## config.mk

```make
export PLATFORM = sky130hd
export DESIGN_NAME = cca_top
export DESIGN_NICKNAME = d
export VERILOG_FILES = /design/src/cca_pkg.sv /design/src/cca_channel.sv /design/src/cca_top.sv
export SDC_FILE = /design/constraint.sdc
export NUM_CORES = 1
export LEC_CHECK = 0
export ABC_AREA = 0
export BUFFER_PORTS_ARGS = -buffer_cell sky130_fd_sc_hd__buf_2
export CAP_MARGIN = 25
export CORE_MARGIN = 4
export CORE_UTILIZATION = 50
export CTS_BUF_LIST = sky130_fd_sc_hd__clkbuf_8
export CTS_CLUSTER_DIAMETER = 120
export DETAILED_ROUTE_END_ITERATION = 10
export PLACE_DENSITY_LB_ADDON = 0.25
export SYNTH_ARGS = -nofsm -noshare
export SYNTH_HDL_FRONTEND = slang
export SYNTH_SLANG_ARGS = --single-unit
```

## constraint.sdc

```tcl
create_clock -name clk_sys_in -period 5.7 [get_ports clk_sys_in]
set_input_delay 0.285 -clock clk_sys_in [delete_from_list [all_inputs] [get_ports clk_sys_in]]
set_output_delay 0.285 -clock clk_sys_in [all_outputs]
set_load 0.03 [all_outputs]
```

## src/cca_pkg.sv

```systemverilog
// Package with register map, field layout and carrier types of the counter array
package cca_pkg;

  // Number of capture/compare modules and widths
  localparam int unsigned NUM_CH = 3;
  localparam int unsigned CNT_W = 16;

  // Register indices; byte address is four times the index
  localparam logic [7:0] IDX_MODE0 = 8'hda;
  localparam logic [7:0] IDX_MODE1 = 8'hdb;
  localparam logic [7:0] IDX_MODE2 = 8'hdc;
  localparam logic [7:0] IDX_CMP1_LO = 8'he9;
  localparam logic [7:0] IDX_CMP2_LO = 8'heb;
  localparam logic [7:0] IDX_CNT_LO = 8'hf9;
  localparam logic [7:0] IDX_CNT_HI = 8'hfa;
  localparam logic [7:0] IDX_CMP0_LO = 8'hfb;
  localparam logic [7:0] IDX_CMP0_HI = 8'he0;
  localparam logic [7:0] IDX_CMP1_HI = 8'he1;
  localparam logic [7:0] IDX_CMP2_HI = 8'he2;
  localparam logic [7:0] IDX_CTRL = 8'hd0;
  localparam logic [7:0] IDX_STATUS = 8'hd1;
  localparam logic [7:0] IDX_MASK = 8'hd2;

  // Reset values
  localparam logic [7:0] MODE_RST = 8'h00;
  localparam logic [15:0] CNT_RST = 16'h0000;
  localparam logic [15:0] CMP_RST = 16'h0000;
  localparam logic [7:0] STATUS_RST = 8'h00;
  localparam logic [7:0] MASK_RST = 8'h00;

  // Mode register bit positions
  localparam int unsigned MB_WIDTH16 = 7;
  localparam int unsigned MB_COMP = 6;
  localparam int unsigned MB_CAP_RISE = 5;
  localparam int unsigned MB_CAP_FALL = 4;
  localparam int unsigned MB_MATCH = 3;
  localparam int unsigned MB_TOGGLE = 2;
  localparam int unsigned MB_PWM = 1;
  localparam int unsigned MB_FLAG_IE = 0;

  // Control, status and mask bit positions
  localparam int unsigned CB_RUN = 6;
  localparam int unsigned SB_OVF = 7;

  // Per-module mode fields, in register bit order
  typedef struct packed {
    logic width16;
    logic comp_en;
    logic cap_rise;
    logic cap_fall;
    logic match_en;
    logic toggle_en;
    logic pwm_en;
    logic flag_ie;
  } cca_mode_s;

  // Per-module events and pin drive
  typedef struct packed {
    logic capture;
    logic flag_set;
    logic freq_step;
    logic pin_out;
    logic pin_oe;
  } cca_ch_out_s;

  // State of one module
  typedef struct packed {
    logic pin_prev;
    logic eq_prev;
    logic eq_lo_prev;
    logic pin_lvl;
  } cca_ch_state_s;

  // State of the top level
  typedef struct packed {
    logic [NUM_CH-1:0][7:0] mode;
    logic [NUM_CH-1:0][CNT_W-1:0] cmp;
    logic [CNT_W-1:0] cnt;
    logic run;
    logic [7:0] status;
    logic [7:0] mask;
    logic [NUM_CH-1:0] pin_s1;
    logic [NUM_CH-1:0] pin_s2;
    logic wr_pend;
    logic [7:0] wr_idx;
    logic [31:0] rdata;
  } cca_top_s;

endpackage

```

## src/cca_channel.sv

```systemverilog
// One capture/compare module: edge capture, match, toggle, pulse-width and frequency output
`timescale 1ns/1ps
module cca_channel (
  // Clock and reset
  input wire logic clk_sys_in,
  input wire logic rst_n_in,
  // Configuration and shared counter
  input wire cca_pkg::cca_mode_s mode_in,
  input wire logic [15:0] cmp_in,
  input wire logic [15:0] cnt_in,
  // Synchronised pin level
  input wire logic pin_sync_in,
  // Events and pin drive
  output cca_pkg::cca_ch_out_s ev_out
);

  cca_pkg::cca_ch_state_s st_q;
  cca_pkg::cca_ch_state_s st_d;
  logic eq_full;
  logic eq_lo;
  logic hit_full;
  logic hit_lo;
  logic rise;
  logic fall;
  logic pwm_lvl;
  logic freq_mode;

  // Compare against the shared counter; events fire when equality begins
  assign eq_full = (cnt_in == cmp_in);
  assign eq_lo = (cnt_in[7:0] == cmp_in[7:0]);
  assign hit_full = mode_in.comp_en && eq_full && !st_q.eq_prev;
  assign hit_lo = mode_in.comp_en && eq_lo && !st_q.eq_lo_prev;
  assign rise = pin_sync_in && !st_q.pin_prev;
  assign fall = !pin_sync_in && st_q.pin_prev;
  assign freq_mode = mode_in.toggle_en && mode_in.pwm_en;

  // Pulse width: pin high from the compare value to the wrap of the chosen width
  always_comb begin
    if (mode_in.width16) begin
      pwm_lvl = (cnt_in >= cmp_in);
    end else begin
      pwm_lvl = (cnt_in[7:0] >= cmp_in[7:0]);
    end
  end

  // Next state
  always_comb begin
    st_d = st_q;
    st_d.pin_prev = pin_sync_in;
    st_d.eq_prev = eq_full;
    st_d.eq_lo_prev = eq_lo;
    if (freq_mode && hit_lo) begin
      st_d.pin_lvl = !st_q.pin_lvl;
    end else if (mode_in.toggle_en && !mode_in.pwm_en && hit_full) begin
      st_d.pin_lvl = !st_q.pin_lvl;
    end
  end

  // Event and pin outputs; pin drive only in output modes
  always_comb begin
    ev_out.capture = (mode_in.cap_rise && rise) || (mode_in.cap_fall && fall);
    ev_out.flag_set = ev_out.capture || (mode_in.match_en && hit_full);
    ev_out.freq_step = freq_mode && hit_lo;
    ev_out.pin_oe = mode_in.comp_en && (mode_in.toggle_en || mode_in.pwm_en);
    if (mode_in.pwm_en && !mode_in.toggle_en) begin
      ev_out.pin_out = mode_in.comp_en && pwm_lvl;
    end else begin
      ev_out.pin_out = st_q.pin_lvl;
    end
  end

  // State register
  always_ff @(posedge clk_sys_in or negedge rst_n_in) begin
    if (!rst_n_in) begin
      st_q <= '0;
    end else begin
      st_q <= st_d;
    end
  end

endmodule

```

## src/cca_top.sv

```systemverilog
// Counter array top: shared counter, three capture/compare modules, AHB-Lite registers
//
// Overview of operation
// - width-select bit picks 16-bit or 8-bit pulse width
// - comparator works only while its enable is set
// - rising pin edge captures when rising enable set
// - falling pin edge captures when falling enable set
// - counter equal to compare register sets flag
// - toggle enable inverts pin on each match
// - toggle plus pulse width gives frequency output
// - pulse width enable drives modulated waveform on pin
// - flag raises interrupt only with flag interrupt enable
// - three modules, each with own mode register
// - counter readable and writable as two bytes
// - each module has 16-bit compare register, two bytes
// - overflow flag set on wrap, held until cleared
// - flags set by hardware, cleared only by software
// - counter advances only while run control set
//
// Local design decision: the AHB-Lite register port.
`timescale 1ns/1ps
module cca_top #(
  parameter int unsigned NUM_CH = cca_pkg::NUM_CH
) (
  // Clock and reset
  input wire logic clk_sys_in,
  input wire logic nrst_in,
  // AHB-Lite slave
  input wire logic hsel_in,
  input wire logic [31:0] haddr_in,
  input wire logic [1:0] htrans_in,
  input wire logic hwrite_in,
  input wire logic [2:0] hsize_in,
  input wire logic [31:0] hwdata_in,
  input wire logic hready_in,
  output logic [31:0] hrdata_out,
  output logic hreadyout_out,
  output logic hresp_out,
  // Module pins, two-way
  input wire logic [NUM_CH-1:0] pin_in,
  output logic [NUM_CH-1:0] pin_out,
  output logic [NUM_CH-1:0] pin_oe_out,
  // Interrupt
  output logic irq_out
);

  cca_pkg::cca_top_s st_q;
  cca_pkg::cca_top_s st_d;
  logic [1:0] rst_sync_q;
  logic rst_n;
  cca_pkg::cca_ch_out_s [NUM_CH-1:0] ch_ev;
  logic addr_phase;
  logic [7:0] a_idx;
  logic [7:0] wbyte;
  logic [7:0] set_bits;
  logic [7:0] clr_bits;
  logic [7:0] flag_ie_bits;
  logic [7:0] rd_byte;

  // Reset release through two flip-flops, asserted asynchronously
  always_ff @(posedge clk_sys_in or negedge nrst_in) begin
    if (!nrst_in) begin
      rst_sync_q <= 2'h0;
    end else begin
      rst_sync_q <= {rst_sync_q[0], 1'b1};
    end
  end
  assign rst_n = rst_sync_q[1];

  // Modules share the counter; each drives one pin
  for (genvar i = 0; i < NUM_CH; i++) begin : g_ch
    cca_channel u_ch (
      .clk_sys_in(clk_sys_in),
      .rst_n_in(rst_n),
      .mode_in(cca_pkg::cca_mode_s'(st_q.mode[i])),
      .cmp_in(st_q.cmp[i]),
      .cnt_in(st_q.cnt),
      .pin_sync_in(st_q.pin_s2[i]),
      .ev_out(ch_ev[i])
    );
    assign pin_out[i] = ch_ev[i].pin_out;
    assign pin_oe_out[i] = ch_ev[i].pin_oe;
  end

  // Address phase decode; word index sits above the byte offset
  assign addr_phase = hsel_in && htrans_in[1] && hready_in;
  assign a_idx = haddr_in[9:2];
  assign wbyte = hwdata_in[7:0];

  // Read data for an index; unmapped and high addresses read zero
  always_comb begin
    rd_byte = 8'h00;
    if (haddr_in[31:10] == 22'h000000) begin
      unique case (a_idx)
        cca_pkg::IDX_MODE0: rd_byte = st_q.mode[0];
        cca_pkg::IDX_MODE1: rd_byte = st_q.mode[1];
        cca_pkg::IDX_MODE2: rd_byte = st_q.mode[2];
        cca_pkg::IDX_CNT_LO: rd_byte = st_q.cnt[7:0];
        cca_pkg::IDX_CNT_HI: rd_byte = st_q.cnt[15:8];
        cca_pkg::IDX_CMP0_LO: rd_byte = st_q.cmp[0][7:0];
        cca_pkg::IDX_CMP1_LO: rd_byte = st_q.cmp[1][7:0];
        cca_pkg::IDX_CMP2_LO: rd_byte = st_q.cmp[2][7:0];
        cca_pkg::IDX_CMP0_HI: rd_byte = st_q.cmp[0][15:8];
        cca_pkg::IDX_CMP1_HI: rd_byte = st_q.cmp[1][15:8];
        cca_pkg::IDX_CMP2_HI: rd_byte = st_q.cmp[2][15:8];
        cca_pkg::IDX_CTRL: rd_byte = {1'b0, st_q.run, 6'h00};
        cca_pkg::IDX_STATUS: rd_byte = st_q.status;
        cca_pkg::IDX_MASK: rd_byte = st_q.mask;
        default: rd_byte = 8'h00;
      endcase
    end
  end

  // Hardware events gathered in status layout
  always_comb begin
    set_bits = 8'h00;
    flag_ie_bits = 8'h00;
    for (int i = 0; i < NUM_CH; i++) begin
      set_bits[i] = ch_ev[i].flag_set;
      flag_ie_bits[i] = st_q.mode[i][cca_pkg::MB_FLAG_IE];
    end
    set_bits[cca_pkg::SB_OVF] = st_q.run && (st_q.cnt == 16'hffff);
    flag_ie_bits[cca_pkg::SB_OVF] = 1'b1;
  end

  // Software clears status bits by writing ones
  always_comb begin
    clr_bits = 8'h00;
    if (st_q.wr_pend && st_q.wr_idx == cca_pkg::IDX_STATUS) begin
      clr_bits = wbyte;
    end
  end

  // Next state: registers, counter, captures, synchronisers
  always_comb begin
    st_d = st_q;
    st_d.pin_s1 = pin_in;
    st_d.pin_s2 = st_q.pin_s1;

    // Counter runs on every system clock while enabled
    if (st_q.run) begin
      st_d.cnt = st_q.cnt + 16'h0001;
    end

    // Capture loads the counter; frequency mode steps the low byte by the high byte
    for (int i = 0; i < NUM_CH; i++) begin
      if (ch_ev[i].capture) begin
        st_d.cmp[i] = st_q.cnt;
      end else if (ch_ev[i].freq_step) begin
        st_d.cmp[i][7:0] = st_q.cmp[i][7:0] + st_q.cmp[i][15:8];
      end
    end

    // Set wins over a clear in the same cycle
    st_d.status = (st_q.status & ~clr_bits) | set_bits;

    // Data phase of a write; a bus write beats a same-cycle hardware update
    if (st_q.wr_pend) begin
      unique case (st_q.wr_idx)
        cca_pkg::IDX_MODE0: st_d.mode[0] = wbyte;
        cca_pkg::IDX_MODE1: st_d.mode[1] = wbyte;
        cca_pkg::IDX_MODE2: st_d.mode[2] = wbyte;
        cca_pkg::IDX_CNT_LO: st_d.cnt[7:0] = wbyte;
        cca_pkg::IDX_CNT_HI: st_d.cnt[15:8] = wbyte;
        cca_pkg::IDX_CMP0_LO: st_d.cmp[0][7:0] = wbyte;
        cca_pkg::IDX_CMP1_LO: st_d.cmp[1][7:0] = wbyte;
        cca_pkg::IDX_CMP2_LO: st_d.cmp[2][7:0] = wbyte;
        cca_pkg::IDX_CMP0_HI: st_d.cmp[0][15:8] = wbyte;
        cca_pkg::IDX_CMP1_HI: st_d.cmp[1][15:8] = wbyte;
        cca_pkg::IDX_CMP2_HI: st_d.cmp[2][15:8] = wbyte;
        cca_pkg::IDX_CTRL: st_d.run = wbyte[cca_pkg::CB_RUN];
        cca_pkg::IDX_MASK: st_d.mask = wbyte;
        default: st_d.mask = st_d.mask;
      endcase
    end

    // Address phase: latch writes, fetch read data so it stands in the data phase
    st_d.wr_pend = 1'b0;
    if (addr_phase) begin
      st_d.wr_pend = hwrite_in && (haddr_in[31:10] == 22'h000000);
      st_d.wr_idx = a_idx;
      if (!hwrite_in) begin
        st_d.rdata = {24'h000000, rd_byte};
      end
    end
  end

  // State register; all control state clears at reset
  always_ff @(posedge clk_sys_in or negedge rst_n) begin
    if (!rst_n) begin
      st_q.mode <= {NUM_CH{cca_pkg::MODE_RST}};
      st_q.cmp <= {NUM_CH{cca_pkg::CMP_RST}};
      st_q.cnt <= cca_pkg::CNT_RST;
      st_q.run <= 1'b0;
      st_q.status <= cca_pkg::STATUS_RST;
      st_q.mask <= cca_pkg::MASK_RST;
      st_q.pin_s1 <= '0;
      st_q.pin_s2 <= '0;
      st_q.wr_pend <= 1'b0;
      st_q.wr_idx <= 8'h00;
      st_q.rdata <= 32'h00000000;
    end else begin
      st_q <= st_d;
    end
  end

  // Zero-wait slave, always OKAY
  assign hreadyout_out = 1'b1;
  assign hresp_out = 1'b0;
  assign hrdata_out = st_q.rdata;

  // Module flags need both the mask and their own interrupt enable
  assign irq_out = |(st_q.status & st_q.mask & flag_ie_bits);

endmodule

```

==> flow_summary.ini <==
[status]
status = completed

[setup_path]
crit_type = flip-flop to output pin
cp_num_buf_inv = 2
reg2reg_slack_ps = 2670
critPathSlowestCell = dfrtp_1
critPathLaunchType = flip-flop
cp-end-kind = output pin
worstReg2RegStart = st_q[64]
worstPathRequired_ps = 5410
path_cells = inv_1 -> ha_1 -> nand2b_1 -> a21o_1 -> a211oi_1 -> o31ai_1 -> a22oi_1 -> o41ai_1 -> buf_2
cp_max_fo = 9
crit_start = st_q[64]
cp.arrival_ps = 2840
crit_family = compound AO/OA/AOI/OAI gates
max_stage_delay_ps = 570

[place]
place.gp.congestion = 0.9698
dp_hpwl_um = 21980
numPortBuffers = 61

[logic_synthesis]
synth_edf_count = 0
yosys_warnings = 0
yosysTopAreaCell = dfrtp_1
ys_ff_latch = 142
synth.top_cells.by_area = dfrtp_1, ha_1, mux2_2, a21oi_1, nor2_1
ys.flop_type = dfrtp_1
syn-cell-area_mm2 = 0.009937
synth_cells = 1116
yosysTopAreaCellShare_pct = 35.76
synth_cell_types = 78
ys_seq_area_share_pct = 35.76
synth_area_per_cell_um2 = 8.904
async_flop_share_pct = 100.0

[clocking]
insertion_delay_ps = 480
clock_sinks = 142
post-cts-setup-buffers = 0
cts_tree = done
numCtsBuffers = 17
ctsHoldBuffers = 4
cts_max_level = 4
cts_resized = 0
root_buffer = clkbuf_8
clkTransAtPathRegs_ps = 90
cts_buffer_depth = 2

[grt]
grt_pass1_vias = 8094
grt_overflow = 0
grt_max_degree = 65
grt_first_pass_wirelength_um = 46840
antenna_found_initial = 1
track_usage_pct = 27.83

[min_path]
hold_start = hwrite_in
hp-class = input port to flip-flop

[floorplan]
start_util_pct = 50.89
row_count = 51
fp.coreArea_mm2 = 0.01953
fp.dieH_um = 149.0
pin_count = 118
die-area_mm2 = 0.02219
die_x_um = 149.0

[pwr]
total_power_mw = 2.212
ir_drop_mv = 0.1397
p_leak_nw = 4.879
powerDensity_mw_per_mm2 = 205.9

[route]
drt_iter0_drc = 804
wl_um = 30570
dr.pass1.iters = 5
dr_total_vias = 8600
wl_per_cell_um = 21.39
drc = 0
ant_nets = 0
viasPerCell = 6.018

[finish]
nets = 1300
drive_above_1_share_pct = 14.88
area_delta_synth_final_pct = 8.122

[timing]
hold_viol = 0
worst_pin_slew_ps = 1036
slew_violations = 0
maxSlewHeadroom_pct = 30.66
setup_tns_ps = 0
rsz0062_at_grt = false
min_period_over_period_pct = 54.80
max_freq_mhz = 320.2
clock-skew-final_ps = 20.51
finalSetupViolations = 0
period_needed_ps = 3123

[flow_run]
max_cap_violations = 0
## cell usage in the layout, fill, tap and decap left out, types with 12 or more instances in the layout
cell      instances
dfrtp_1         141
nor2_1          102
a21oi_1          90
nand2_1          89
o21ai_0          72
ha_1             70
inv_1            63
buf_2            61
mux2_2           43
mux2i_1          30
conb_1           27
nand3_1          26
a21o_1           25
xnor2_1          22
nand4_1          20
nor3_1           20
a22oi_1          18
clkbuf_8         17
buf_4            16
xor2_1           12
## cells in the mapped netlist (25+ instances only)
library cell / n
dfrtp_1: 142
buf_4: 40
nand3_1: 26
a21o_1: 25
nor2_1: 102
clkbuf_1: 31
o21ai_0: 73
nand2_1: 89
mux2i_1: 30
mux2_2: 43
inv_1: 63
ha_1: 70
a21oi_1: 90
## path summary, 6_finish.rpt
check,end,cells after the start
min in group asynchronous,rst_sync_q[1],2
max,pin_out[0],9
min reg2reg,st_q[143],0
max reg2reg,st_q[119],8
max in group asynchronous,st_q[119],1
min,st_q[40],2
## final cells by class
cell class,count,area [um^2]
fillers,1819,8782
multi-input cells,845,5723
flip-flops and latches,142,3557
repair buffers,81,465.4
well taps,265,331.6
inverters,63,236.5
clock buffers,17,234.0
clock inverters,15,193.9
diodes,1,2.502
## where the power goes
| group | internal (mW) | total (mW) | switching, mW | leakage, nW |
|---|---|---|---|---|
| logic | 0.0809 | 0.247 | 0.166 | 2.97 |
| registers | 1.03 | 1.07 | 0.0464 | 1.69 |
| clock network | 0.414 | 0.890 | 0.477 | 0.212 |
| total | 1.52 | 2.21 | 0.689 | 4.88 |
## metal layers
layer,GRT usage [%],vias to the layer above,part of all wire (%)
met5,0,-,0
met4,11.44,0,3.6
met3,6.351,63,8.8
met2,41.80,393,44
met1,38.99,4109,43
li1,-,4035,-
## through the flow
stage,util [%],hold WS (ps),cells,setup WS [ps],cell area (um^2)
after floorplan,-,-10.59,1141,1451,10030
after global placement,52.61,70.99,1392,2793,10270
after detailed placement,52.61,74.93,1392,2714,10270
after CTS,55.01,85.58,1428,2572,10740
after global routing,55.02,100.4,1429,2399,10740
final,55.02,99.10,1429,2577,10740
## kinds of logic after synthesis
kind of cell	synth area share, %
buffers and inverters	7.731
muxes	7.895
AOI/OAI and AO/OA	19.23
other	0.07558
adders and majority gates	9.519
and+or+nand+nor	16.80
DFF	35.76
xor gates and xnor gates	2.997
## registers in the layout, summed over array words and instances, names as in the netlist
register	cells
hrdata_out	8
g_ch.u_ch.st_q	12
st_d	3
rst_sync_q	2
st_q	114
flag_ie_bits	3
No activity file was read; power rests on OpenSTA's default activity.
